===== src/rtl/infrared_cfg.svh =====
`ifndef INFRARED_CFG_SVH
`define INFRARED_CFG_SVH

`define IR_CNT_W 4
`define IR_CNT_ZERO 4'h0
`define IR_CNT_LAST 4'hF
// transmit pulse: low 0..6, high 7..9, low 10..15
`define IR_TX_HIGH_FIRST 4'h7
`define IR_TX_HIGH_LAST 4'h9
`define IR_RX_UPDATE 4'h8
`define IR_RX_WIN_OPEN 4'hC
`define IR_RX_WIN_LAST 4'h7
`define IR_CNT_STEP 4'h1
// registered pulse is high while the counter reads 8..10
`define IR_PULSE_CNT_FIRST 4'h8
`define IR_PULSE_CNT_LAST 4'hA

`endif


===== src/rtl/infrared_pkg.sv =====
package infrared_pkg;
	typedef enum logic [1:0] {
		RX_IDLE = 2'h0,
		RX_HUNT = 2'h1,
		RX_WINDOW = 2'h3
	} rx_state_t;

	typedef struct packed {
		logic [3:0] tx_cnt;
		logic tx_bit;
		logic tx_pulse;
		logic pin_tx;
		logic uart_rxd;
		logic rx_prev;
		rx_state_t rx_state;
		logic [3:0] rx_cnt;
		logic rx_bit;
		logic rx_seen;
	} endec_state_t;
endpackage : infrared_pkg


===== src/rtl/infrared_pulse_endec.sv =====
// Behaviour
// - when enabled, encode uart tx into pulses and decode pin pulses for uart
// - link is half-duplex; no transmit and receive at the same time
// - infrared bit rate is system clock over sixteen times baud divisor
// - every bit lasts sixteen baud clock periods both directions
// - a one bit keeps the transmit pulse low for sixteen clocks
// - a zero bit is low seven, high three, low six clocks
// - when enabled, pins carry pulse signals, uart lines stay internal
// - receiver keeps a baud clock counter wrapping zero to fifteen
// - decoded uart input lags incoming stream by eight baud clocks
// - a falling edge on incoming signal while idle or in the window resets the counter to zero
// - at count eight the uart input takes the decoded bit
// - detection window opens at twelve, stays open until count eight again
// - no pulse in window means one; return to idle, await edge
// - resynchronising the counter does not disturb the uart
// - compliant rates are 9600 baud to 115.2 kilobaud
`timescale 1ns/1ps
`include "infrared_cfg.svh"

module infrared_pulse_endec (
	input wire logic clock,
	input wire logic srst,
	input wire logic infrared_codec_enable,
	input wire logic baud_tick,
	input wire logic uart_txd,
	input wire logic rxd_pin,
	output logic txd_pin,
	output logic infrared_tx_pulse,
	output logic uart_rxd
);
	infrared_pkg::endec_state_t st_r;
	infrared_pkg::endec_state_t st_nxt;
	logic fall;

	assign txd_pin = st_r.pin_tx;
	assign infrared_tx_pulse = st_r.tx_pulse;
	assign uart_rxd = st_r.uart_rxd;
	assign fall = st_r.rx_prev & ~rxd_pin;

	// ---------------------------------------------------------------
	// next state
	// ---------------------------------------------------------------
	always_comb begin
		logic [`IR_CNT_W-1:0] cnt_next;
		logic tx_active;
		cnt_next = st_r.rx_cnt + `IR_CNT_STEP;
		st_nxt = st_r;
		st_nxt.rx_prev = rxd_pin;
		// a zero pulse is only sent while the receiver sits idle
		tx_active = (st_r.rx_state == infrared_pkg::RX_IDLE);
		if (!infrared_codec_enable) begin
			st_nxt.tx_cnt = `IR_CNT_ZERO;
			st_nxt.tx_pulse = 1'b0;
			st_nxt.rx_state = infrared_pkg::RX_IDLE;
			st_nxt.rx_cnt = `IR_CNT_ZERO;
			// codec off hands the raw uart lines to the pins
			st_nxt.pin_tx = uart_txd;
			st_nxt.uart_rxd = rxd_pin;
		end else begin
			// any tick spacing is taken; compliance rests on the uart's rate
			if (baud_tick) begin
				// one bit spans sixteen ticks of the baud divisor
				st_nxt.tx_cnt = st_r.tx_cnt + `IR_CNT_STEP;
				// latch the uart bit at each bit boundary
				if (st_r.tx_cnt == `IR_CNT_LAST) begin
					st_nxt.tx_bit = uart_txd;
				end
				// high only between clocks seven and nine of a zero
				st_nxt.tx_pulse = !st_r.tx_bit && tx_active &&
					(st_r.tx_cnt >= `IR_TX_HIGH_FIRST) &&
					(st_r.tx_cnt <= `IR_TX_HIGH_LAST);
			end
			// a reception in progress cuts a pulse off at once, not at the next tick
			if (!tx_active) begin
				st_nxt.tx_pulse = 1'b0;
			end
			// pin carries the modulated pulse stream
			st_nxt.pin_tx = st_nxt.tx_pulse;
			case (st_r.rx_state)
			infrared_pkg::RX_IDLE: begin
				// idle line seen by the uart is one
				st_nxt.uart_rxd = 1'b1;
				if (fall) begin
					st_nxt.rx_cnt = `IR_CNT_ZERO;
					st_nxt.rx_bit = 1'b0;
					st_nxt.rx_seen = 1'b0;
					st_nxt.rx_state = infrared_pkg::RX_HUNT;
				end
			end
			infrared_pkg::RX_HUNT, infrared_pkg::RX_WINDOW: begin
				if (fall && st_r.rx_state == infrared_pkg::RX_WINDOW) begin
					// resync only the local counter, uart untouched
					st_nxt.rx_cnt = `IR_CNT_ZERO;
					st_nxt.rx_seen = 1'b1;
					st_nxt.rx_state = infrared_pkg::RX_HUNT;
				end else if (baud_tick) begin
					// counter wraps through zero to fifteen
					st_nxt.rx_cnt = cnt_next;
					// decoded bit reaches the uart at count eight
					if (cnt_next == `IR_RX_UPDATE) begin
						st_nxt.uart_rxd = st_r.rx_bit;
						if (st_r.rx_state == infrared_pkg::RX_WINDOW) begin
							// window closed empty, a one was sent
							if (!st_r.rx_seen) begin
								st_nxt.uart_rxd = 1'b1;
								st_nxt.rx_state = infrared_pkg::RX_IDLE;
							end
						end
						st_nxt.rx_seen = 1'b0;
					end
					if (cnt_next == `IR_RX_WIN_OPEN) begin
						st_nxt.rx_state = infrared_pkg::RX_WINDOW;
					end
				end
				// pulse inside window is a zero bit
				if (fall && st_r.rx_state == infrared_pkg::RX_WINDOW) begin
					st_nxt.rx_bit = 1'b0;
				end
			end
			default: begin
				st_nxt.rx_state = infrared_pkg::RX_IDLE;
			end
			endcase
		end
	end

	// ---------------------------------------------------------------
	// state register
	// ---------------------------------------------------------------
	always_ff @(posedge clock) begin
		if (srst) begin
			// rx_prev starts at the idle pin level, so no false edge follows reset
			st_r <= '{tx_cnt: `IR_CNT_ZERO, tx_bit: 1'b1, tx_pulse: 1'b0, pin_tx: 1'b1,
				uart_rxd: 1'b1, rx_prev: 1'b0, rx_state: infrared_pkg::RX_IDLE,
				rx_cnt: `IR_CNT_ZERO, rx_bit: 1'b1, rx_seen: 1'b0};
		end else begin
			st_r <= st_nxt;
		end
	end
endmodule : infrared_pulse_endec


===== config.mk =====
export PLATFORM = sky130hd
export DESIGN_NAME = infrared_pulse_endec
export DESIGN_NICKNAME = d
export VERILOG_FILES = /design/src/rtl/infrared_pkg.sv /design/src/rtl/infrared_pulse_endec.sv
export VERILOG_INCLUDE_DIRS = /design/src /design/src/rtl
export SDC_FILE = /design/constraint.sdc
export NUM_CORES = 1
export LEC_CHECK = 0
export BUFFER_PORTS_ARGS = -buffer_cell sky130_fd_sc_hd__buf_4
export CAP_MARGIN = 20
export CORE_ASPECT_RATIO = 0.7
export CORE_MARGIN = 1.5
export CORE_UTILIZATION = 45
export DETAILED_ROUTE_END_ITERATION = 12
export SLEW_MARGIN = 40
export SYNTH_ARGS = -nofsm -noshare
export SYNTH_HDL_FRONTEND = slang
export SYNTH_SLANG_ARGS = --single-unit

===== constraint.sdc =====
create_clock -name clock -period 1.75 [get_ports clock]
set_input_delay 0.2625 -clock clock [delete_from_list [all_inputs] [get_ports clock]]
set_output_delay 0.2625 -clock clock [all_outputs]
set_load 0.02 [all_outputs]

==> results of run 1 <==
final cells by class:
type,instances,area [µm²]
sequential,17,340
inverter,6,22.5
fill,185,865
tap,22,27.5
multi-input combinational,81,572
clock buffer,4,26.3
timing repair buffer,11,82.6
stage by stage:
stage | std cells | power [µW] | utilization [%] | hold WS [ps] | area (µm²)
floorplan | 109 | 451 | - | 327 | 960
global placement | 137 | 479 | 54.0 | 492 | 1040
detailed placement | 137 | 479 | 54.0 | 494 | 1040
CTS | 141 | 703 | 55.3 | 159 | 1070
global route | 141 | 728 | 55.3 | 153 | 1070
finish | 141 | 693 | 55.3 | 161 | 1070
worst paths after layout:
path,startpoint,end
worst max-delay path,st_r[2]$_SDFFE_PP0P_,uart_rxd$_SDFFE_PP1P_
worst min-delay path,srst,st_r[0]$_SDFFE_PP0P_
worst max register to register,st_r[2]$_SDFFE_PP0P_,uart_rxd$_SDFFE_PP1P_
worst min register to register,st_r[3]$_SDFFE_PP0P_,st_r[3]$_SDFFE_PP0P_
per-layer routing:
layer  vias to the layer above  routed length [µm]
met5                         -                   0
met4                         0                  33
met3                         5                 126
met2                        26                 711
met1                       347                1090
li1                        414                   -
cells in the mapped netlist:
cell type  number  area [µm²]
a211oi_2        2        25.0
a21boi_2        1        11.3
a21o_1          2        15.0
a21oi_1         7        35.0
a311o_1         1        10.0
a31oi_1         2        12.5
and3b_1         2        17.5
buf_2           5        25.0
dfxtp_1        17         340
ha_1            4        50.1
inv_1           6        22.5
mux2i_1         1        10.0
nand2_1         7        26.3
nand2b_1        4        25.0
nand3_1         4        20.0
nand3b_1        3        22.5
nand4_1         3        18.8
nand4b_1        2        17.5
nor2_1          9        33.8
nor2b_1         4        25.0
nor3_1          5        25.0
nor3b_2         1        12.5
nor4_1          3        18.8
nor4b_2         1        15.0
o2111ai_4       1        26.3
o21ai_0         1        5.00
o21ai_1         2        10.0
o21ai_2         1        8.76
o22ai_1         1        6.26
o22ai_2         1        12.5
o31ai_2         1        12.5
o41ai_1         1        8.76
xnor2_1         2        17.5
xor2_1          2        17.5
state kept, by name (all words and copies together) (netlist names):
register           count
uart_rxd               1
st_r                  14
infrared_tx_pulse      1
txd_pin                1
worst register-to-register path, delay by kind of cell, from the launching register on:
kind | cells | cell delay, ps
fa+ha+maj | 1 | 310
flops | 1 | 430
compound gates | 1 | 190
simple gates | 2 | 430
power groups by stage:
stage | clock [µW] | combinational [µW] | sequential, µW
CTS | 232 | 69.8 | 401
global route | 250 | 75.9 | 402
global placement | 0 | 69.3 | 409
finish | 223 | 69.9 | 401
detailed placement | 0 | 69.6 | 410
floorplan | 0 | 39.9 | 411
cell families after synthesis:
kind of cell / after synthesis / share of synthesized area (%)
AND/OR/NAND/NOR: 48 / 28.9
AO/OA/AOI/OAI: 24 / 20.7
flip-flops: 17 / 35.5
buffers and inverters: 11 / 4.95
XOR/XNOR: 4 / 3.65
adder cells (fa/ha/maj): 4 / 5.22
multiplexers: 1 / 1.04
==> report_table.html, run 1 <==
<table>
<tr><th>Metric</th><th>Value</th></tr>
<tr><th colspan="2">Drt</th></tr>
<tr><td>Initial drt markers</td><td>38</td></tr>
<tr><td>Number of routed nets with antenna violations</td><td>0</td></tr>
<tr><td>Post-detailed-route via-to-cell ratio</td><td>5.62</td></tr>
<tr><td>Total Wirelength</td><td>1960 µm</td></tr>
<tr><td>Number of search-and-repair iterations in the first detailed-routing pass</td><td>4</td></tr>
<tr><td>Remaining routing DRC violations</td><td>0</td></tr>
<tr><td>Post-DR wirelength/cell</td><td>13.9 µm</td></tr>
<tr><td>Via Count</td><td>792</td></tr>
<tr><th colspan="2">Clock network</th></tr>
<tr><td>Clock root buffer master</td><td>clkbuf_4</td></tr>
<tr><td>Clock latency of the later-clocked register in the worst-skew pair</td><td>300 ps</td></tr>
<tr><td>Hold Buf Count CTS</td><td>0</td></tr>
<tr><td>Setup fix buffers added after clock tree synthesis</td><td>0</td></tr>
<tr><td>Num CTS Buffers</td><td>3</td></tr>
<tr><td>Clock sink count</td><td>17</td></tr>
<tr><td>Max H-tree Level</td><td>1</td></tr>
<tr><td>Clock tree buffer depth</td><td>2</td></tr>
<tr><td>Clock-pin slew on the worst setup and hold paths</td><td>110 ps</td></tr>
<tr><td>Resize count post-CTS</td><td>0</td></tr>
<tr><td>Clock tree from TritonCTS</td><td>built</td></tr>
<tr><th colspan="2">Worst hold path</th></tr>
<tr><td>Cell count of the worst hold path</td><td>2</td></tr>
<tr><td>Worst hold-check path type</td><td>input port to flip-flop</td></tr>
<tr><th colspan="2">Worst setup path</th></tr>
<tr><td>Critical path launch point type</td><td>flip-flop</td></tr>
<tr><td>Maximum fanout encountered on the critical timing path</td><td>6</td></tr>
<tr><td>Crit path cell chain</td><td>ha_1, o2111ai_4, nor4_1, nor3_1</td></tr>
<tr><td>Nature of the critical path endpoint</td><td>flip-flop</td></tr>
<tr><td>Count of cells along the worst register-to-register path</td><td>4</td></tr>
<tr><td>Worst endpoint required time</td><td>1950 ps</td></tr>
<tr><td>Reg-to-reg setup timing slack</td><td>290 ps</td></tr>
<tr><td>CP arrival</td><td>1660 ps</td></tr>
<tr><td>Number of gates on the worst path with buffers counted</td><td>4</td></tr>
<tr><td>Crit-path leading delay family</td><td>simple AND/OR/NAND/NOR gates</td></tr>
<tr><td>CP max-delay cell</td><td>dfxtp_1</td></tr>
<tr><td>Crit Path Category</td><td>flip-flop to flip-flop</td></tr>
<tr><td>CP bufs+invs</td><td>0</td></tr>
<tr><td>Critical Path Max Stage Delay</td><td>430 ps</td></tr>
<tr><th colspan="2">Final layout</th></tr>
<tr><td>Leading cell type in the layout, fill and taps excluded</td><td>dfxtp_1</td></tr>
<tr><td>Area growth from synthesis to layout</td><td>11.6%</td></tr>
<tr><td>Share of cells above drive strength 1</td><td>19.3%</td></tr>
<tr><td>Final net count</td><td>130</td></tr>
<tr><td>Number of antenna cells inserted</td><td>0</td></tr>
<tr><td>Most frequent cells in the layout</td><td>dfxtp_1 (17), buf_4 (11), nor2_1 (9), nand2_1 (7), a21oi_1 (7)</td></tr>
<tr><th colspan="2">Placement</th></tr>
<tr><td>Last weighted congestion value of the routability-driven placer</td><td>0.799</td></tr>
<tr><td>Detail Placement HPWL</td><td>1440 µm</td></tr>
<tr><td>Pre-CTS setup slack</td><td>318 ps</td></tr>
<tr><td>Count of buffers inserted at the top-level ports</td><td>8</td></tr>
<tr><th colspan="2">Global routing</th></tr>
<tr><td>Layer with the highest usage after global routing</td><td>met1</td></tr>
<tr><td>Vias in the first global route</td><td>710</td></tr>
<tr><td>M3 GR Usage</td><td>6.54%</td></tr>
<tr><td>GRT Total Usage</td><td>17.8%</td></tr>
<tr><td>Global-route wire length before repair</td><td>3290 µm</td></tr>
<tr><td>Global routing usage on met2</td><td>21.8%</td></tr>
<tr><td>Met1 routing resource usage after global routing</td><td>27.8%</td></tr>
<tr><td>Largest net degree at the start of global routing</td><td>14</td></tr>
<tr><td>Gr ovfl total</td><td>0</td></tr>
<tr><td>Initial antenna violation count</td><td>0</td></tr>
<tr><th colspan="2">STA</th></tr>
<tr><td>Final clock period utilization by the worst path</td><td>83.6%</td></tr>
<tr><td>Worst relative slew slack</td><td>80.1%</td></tr>
<tr><td>Hold violation total from the final report</td><td>0</td></tr>
<tr><td>Total setup violations reported at the end of the flow</td><td>0</td></tr>
<tr><td>Final sum of negative setup slack</td><td>0 ps</td></tr>
<tr><td>Upper clock frequency limit</td><td>0.683 GHz</td></tr>
<tr><td>Final Max Slew Viols</td><td>0</td></tr>
<tr><td>Shortest clock period the worst path allows after layout</td><td>1460 ps</td></tr>
<tr><td>Worst-Margin Slew</td><td>295 ps</td></tr>
<tr><td>Least setup slack across all paths after layout</td><td>287 ps</td></tr>
<tr><td>Unrepaired setup endpoints after global routing</td><td>no</td></tr>
<tr><td>Setup clock skew after layout</td><td>8.12 ps</td></tr>
<tr><th colspan="2">Die</th></tr>
<tr><td>Placement Rows</td><td>13</td></tr>
<tr><td>Core area</td><td>1940 µm²</td></tr>
<tr><td>Area of the die</td><td>2420 µm²</td></tr>
<tr><td>DIE WIDTH</td><td>58.2 µm</td></tr>
<tr><td>Initial Util</td><td>49.6%</td></tr>
<tr><td>Die Ht</td><td>41.6 µm</td></tr>
<tr><td>Top-level port count</td><td>9</td></tr>
<tr><th colspan="2">Power and ir drop</th></tr>
<tr><td>Maximum ir drop on the vdd rail</td><td>0.339 mV</td></tr>
<tr><td>Net Sw Frac</td><td>26.1%</td></tr>
<tr><td>Net Sw Power</td><td>181 µW</td></tr>
<tr><td>Cell-internal power</td><td>512 µW</td></tr>
<tr><td>Power share of the sequential group</td><td>57.8%</td></tr>
<tr><td>Relative contribution of the clock network to total power</td><td>32.1%</td></tr>
<tr><td>Power density over the cells</td><td>647 nW/µm²</td></tr>
<tr><td>Leakage dissipation</td><td>0.000381 µW</td></tr>
<tr><td>Combinational Power Share</td><td>10.1%</td></tr>
<tr><th colspan="2">Synthesis</th></tr>
<tr><td>Post-synthesis sequential element count</td><td>17</td></tr>
<tr><td>Yosys synthesis warning count</td><td>0</td></tr>
<tr><td>Netlist cell types</td><td>34</td></tr>
<tr><td>Mean Syn Cell Area</td><td>8.80 µm²</td></tr>
<tr><td>Net count after synthesis</td><td>119</td></tr>
<tr><td>Post-synthesis cell count</td><td>109</td></tr>
<tr><td>Synth Cell Area</td><td>960 µm²</td></tr>
<tr><td>Sequential area share after synthesis</td><td>35.5%</td></tr>
<tr><th colspan="2">Outcome</th></tr>
<tr><td>Result of the run</td><td>complete, no violations</td></tr>
<tr><th colspan="2">Run</th></tr>
<tr><td>Number of max-capacitance violations reported</td><td>0</td></tr>
</table>
(Power assumes the default switching activity.)
==> run 2, diff against run 1 <==
- clock period: 1.75 -> 1.48 ns (I/O delays scaled with it)
==> run 2 against run 1 <==
Net effect: worst setup slack got worse by 210 ps; flip-flop and latch count unchanged; fmax increased by 4.5%; power increased by 18%; critical path type unchanged; highest routed layer unchanged.
==> report_table.html, run 2 (same netlist as run 1, synthesis figures left out) <==
<table>
<tr><th>Metric</th><th>Value</th></tr>
<tr><th colspan="2">Run</th></tr>
<tr><td>Number of max-capacitance violations reported</td><td>0</td></tr>
<tr><th colspan="2">Worst setup path</th></tr>
<tr><td>Crit Path Category</td><td>flip-flop to flip-flop</td></tr>
<tr><td>CP arrival</td><td>1600 ps</td></tr>
<tr><td>Maximum fanout encountered on the critical timing path</td><td>6</td></tr>
<tr><td>Critical path launch point type</td><td>flip-flop</td></tr>
<tr><td>Reg-to-reg setup timing slack</td><td>80 ps</td></tr>
<tr><td>Nature of the critical path endpoint</td><td>flip-flop</td></tr>
<tr><td>Worst endpoint required time</td><td>1680 ps</td></tr>
<tr><th colspan="2">Final layout</th></tr>
<tr><td>Largest Register</td><td>st_r</td></tr>
<tr><td>Number of flip-flops under the largest register name</td><td>14</td></tr>
<tr><td>Number of antenna cells inserted</td><td>0</td></tr>
<tr><td>Share of cells above drive strength 1</td><td>21.0%</td></tr>
<tr><td>Final net count</td><td>130</td></tr>
<tr><td>Leading cell type in the layout, fill and taps excluded</td><td>dfxtp_1</td></tr>
<tr><td>Most frequent cells in the layout</td><td>dfxtp_1 (16), buf_4 (11), nor2_1 (9), nand2_1 (7), a21oi_1 (7)</td></tr>
<tr><td>Area growth from synthesis to layout</td><td>12.0%</td></tr>
<tr><th colspan="2">Power and ir drop</th></tr>
<tr><td>Power density over the cells</td><td>760 nW/µm²</td></tr>
<tr><td>Maximum ir drop on the vdd rail</td><td>0.444 mV</td></tr>
<tr><td>Post-route total power</td><td>817 µW</td></tr>
<tr><td>Leakage dissipation</td><td>0.000378 µW</td></tr>
<tr><th colspan="2">Clock network</th></tr>
<tr><td>Clock tree buffer depth</td><td>2</td></tr>
<tr><td>Resize count post-CTS</td><td>0</td></tr>
<tr><td>Clock tree from TritonCTS</td><td>built</td></tr>
<tr><td>Hold Buf Count CTS</td><td>0</td></tr>
<tr><td>Clock sink count</td><td>17</td></tr>
<tr><td>Clock latency of the later-clocked register in the worst-skew pair</td><td>310 ps</td></tr>
<tr><td>Setup fix buffers added after clock tree synthesis</td><td>0</td></tr>
<tr><td>Clock root buffer master</td><td>clkbuf_4</td></tr>
<tr><td>Num CTS Buffers</td><td>3</td></tr>
<tr><td>Clock-pin slew on the worst setup and hold paths</td><td>100 ps</td></tr>
<tr><td>Max H-tree Level</td><td>1</td></tr>
<tr><th colspan="2">Drt</th></tr>
<tr><td>Total Wirelength</td><td>2060 µm</td></tr>
<tr><td>Initial drt markers</td><td>22</td></tr>
<tr><td>Post-DR wirelength/cell</td><td>14.6 µm</td></tr>
<tr><td>Number of search-and-repair iterations in the first detailed-routing pass</td><td>4</td></tr>
<tr><td>Number of routed nets with antenna violations</td><td>0</td></tr>
<tr><td>Via Count</td><td>812</td></tr>
<tr><td>Remaining routing DRC violations</td><td>0</td></tr>
<tr><td>Post-detailed-route via-to-cell ratio</td><td>5.76</td></tr>
<tr><th colspan="2">Global routing</th></tr>
<tr><td>Largest net degree at the start of global routing</td><td>14</td></tr>
<tr><td>Gr ovfl total</td><td>0</td></tr>
<tr><td>Global routing usage on met2</td><td>22.3%</td></tr>
<tr><td>M3 GR Usage</td><td>6.54%</td></tr>
<tr><td>Vias in the first global route</td><td>682</td></tr>
<tr><td>GRT Total Usage</td><td>18.5%</td></tr>
<tr><td>Initial antenna violation count</td><td>0</td></tr>
<tr><td>Met1 routing resource usage after global routing</td><td>27.8%</td></tr>
<tr><td>Layer with the highest usage after global routing</td><td>met1</td></tr>
<tr><td>Global-route wire length before repair</td><td>3310 µm</td></tr>
<tr><th colspan="2">STA</th></tr>
<tr><td>Worst-Margin Slew</td><td>285 ps</td></tr>
<tr><td>Min Hold Slack</td><td>124 ps</td></tr>
<tr><td>Total setup violations reported at the end of the flow</td><td>0</td></tr>
<tr><td>Upper clock frequency limit</td><td>0.714 GHz</td></tr>
<tr><td>Final sum of negative setup slack</td><td>0 ps</td></tr>
<tr><td>Worst relative slew slack</td><td>80.7%</td></tr>
<tr><td>Setup clock skew after layout</td><td>10.8 ps</td></tr>
<tr><td>Final Max Slew Viols</td><td>0</td></tr>
<tr><td>Shortest clock period the worst path allows after layout</td><td>1400 ps</td></tr>
<tr><td>Hold violation total from the final report</td><td>0</td></tr>
<tr><td>Unrepaired setup endpoints after global routing</td><td>no</td></tr>
<tr><td>Final clock period utilization by the worst path</td><td>94.6%</td></tr>
<tr><th colspan="2">Placement</th></tr>
<tr><td>Count of buffers inserted at the top-level ports</td><td>8</td></tr>
<tr><td>Last weighted congestion value of the routability-driven placer</td><td>0.765</td></tr>
<tr><td>Detail Placement HPWL</td><td>1480 µm</td></tr>
<tr><th colspan="2">Outcome</th></tr>
<tr><td>Result of the run</td><td>complete, no violations</td></tr>
<tr><th colspan="2">Die</th></tr>
<tr><td>Top-level port count</td><td>9</td></tr>
<tr><td>Die Ht</td><td>41.6 µm</td></tr>
<tr><td>Placement Rows</td><td>13</td></tr>
<tr><td>DIE WIDTH</td><td>58.2 µm</td></tr>
<tr><td>Initial Util</td><td>49.6%</td></tr>
<tr><td>Core area</td><td>1940 µm²</td></tr>
<tr><td>Area of the die</td><td>2420 µm²</td></tr>
<tr><th colspan="2">Worst hold path</th></tr>
<tr><td>Worst hold-check path type</td><td>input port to flip-flop</td></tr>
</table>
-- run 2: cell types whose count changed in the layout (fill, tap and decap cells not counted) --
cell / change
dfxtp_1: -1
dfxtp_2: +1
ha_1: -1
ha_2: +1
-- run 2: through the flow --
stage,instance area (µm²),util (%),worst slack (ps),std cells
floorplan,960,-,218,109
global placement,1040,54.0,141,137
detailed placement,1040,54.0,34.9,137
CTS,1070,55.3,14.1,141
global route,1070,55.5,0.909,141
finish,1070,55.5,79.5,141
-- run 2: worst max-delay path, stage by stage, from the launching register on --
cell and delay, ps:
dfxtp_1 450, ha_2 290, o2111ai_4 150, nor4_1 310, nor3_1 80
-- run 2: worst paths after layout --
path | start | end | cells after the start
worst min-delay path | srst | st_r[0]$_SDFFE_PP0P_ | 2
worst max register to register | st_r[2]$_SDFFE_PP0P_ | uart_rxd$_SDFFE_PP1P_ | 4
worst min register to register | st_r[1]$_SDFFE_PP1P_ | st_r[1]$_SDFFE_PP1P_ | 1
worst max-delay path | st_r[2]$_SDFFE_PP0P_ | uart_rxd$_SDFFE_PP1P_ | 4
-- run 2: routing by layer --
layer  part of all wire (%)  routed length (µm)  up-vias
met3                    5.3                 109        5
li1                       -                   -      409
met2                     39                 804       25
met4                    2.0                  42        0
met1                     53                1100      373
met5                      0                   0        -
-- run 2: where the power goes --
part	switching, µW	total, µW	leakage (µW)	internal [µW]
logic	49.3	83.5	0.000225	34.3
clock network	155	260	0.0000150	105
registers	7.37	473	0.000139	466
total	211	817	0.000378	606
-- run 2: cell type report --
| type | count | area [µm²] |
|---|---|---|
| Tap cell | 22 | 27.5 |
| Multi-Input combinational cell | 81 | 574 |
| Clock buffer | 4 | 26.3 |
| Sequential cell | 17 | 342 |
| Timing Repair Buffer | 11 | 82.6 |
| Fill cell | 189 | 861 |
| Inverter | 6 | 22.5 |
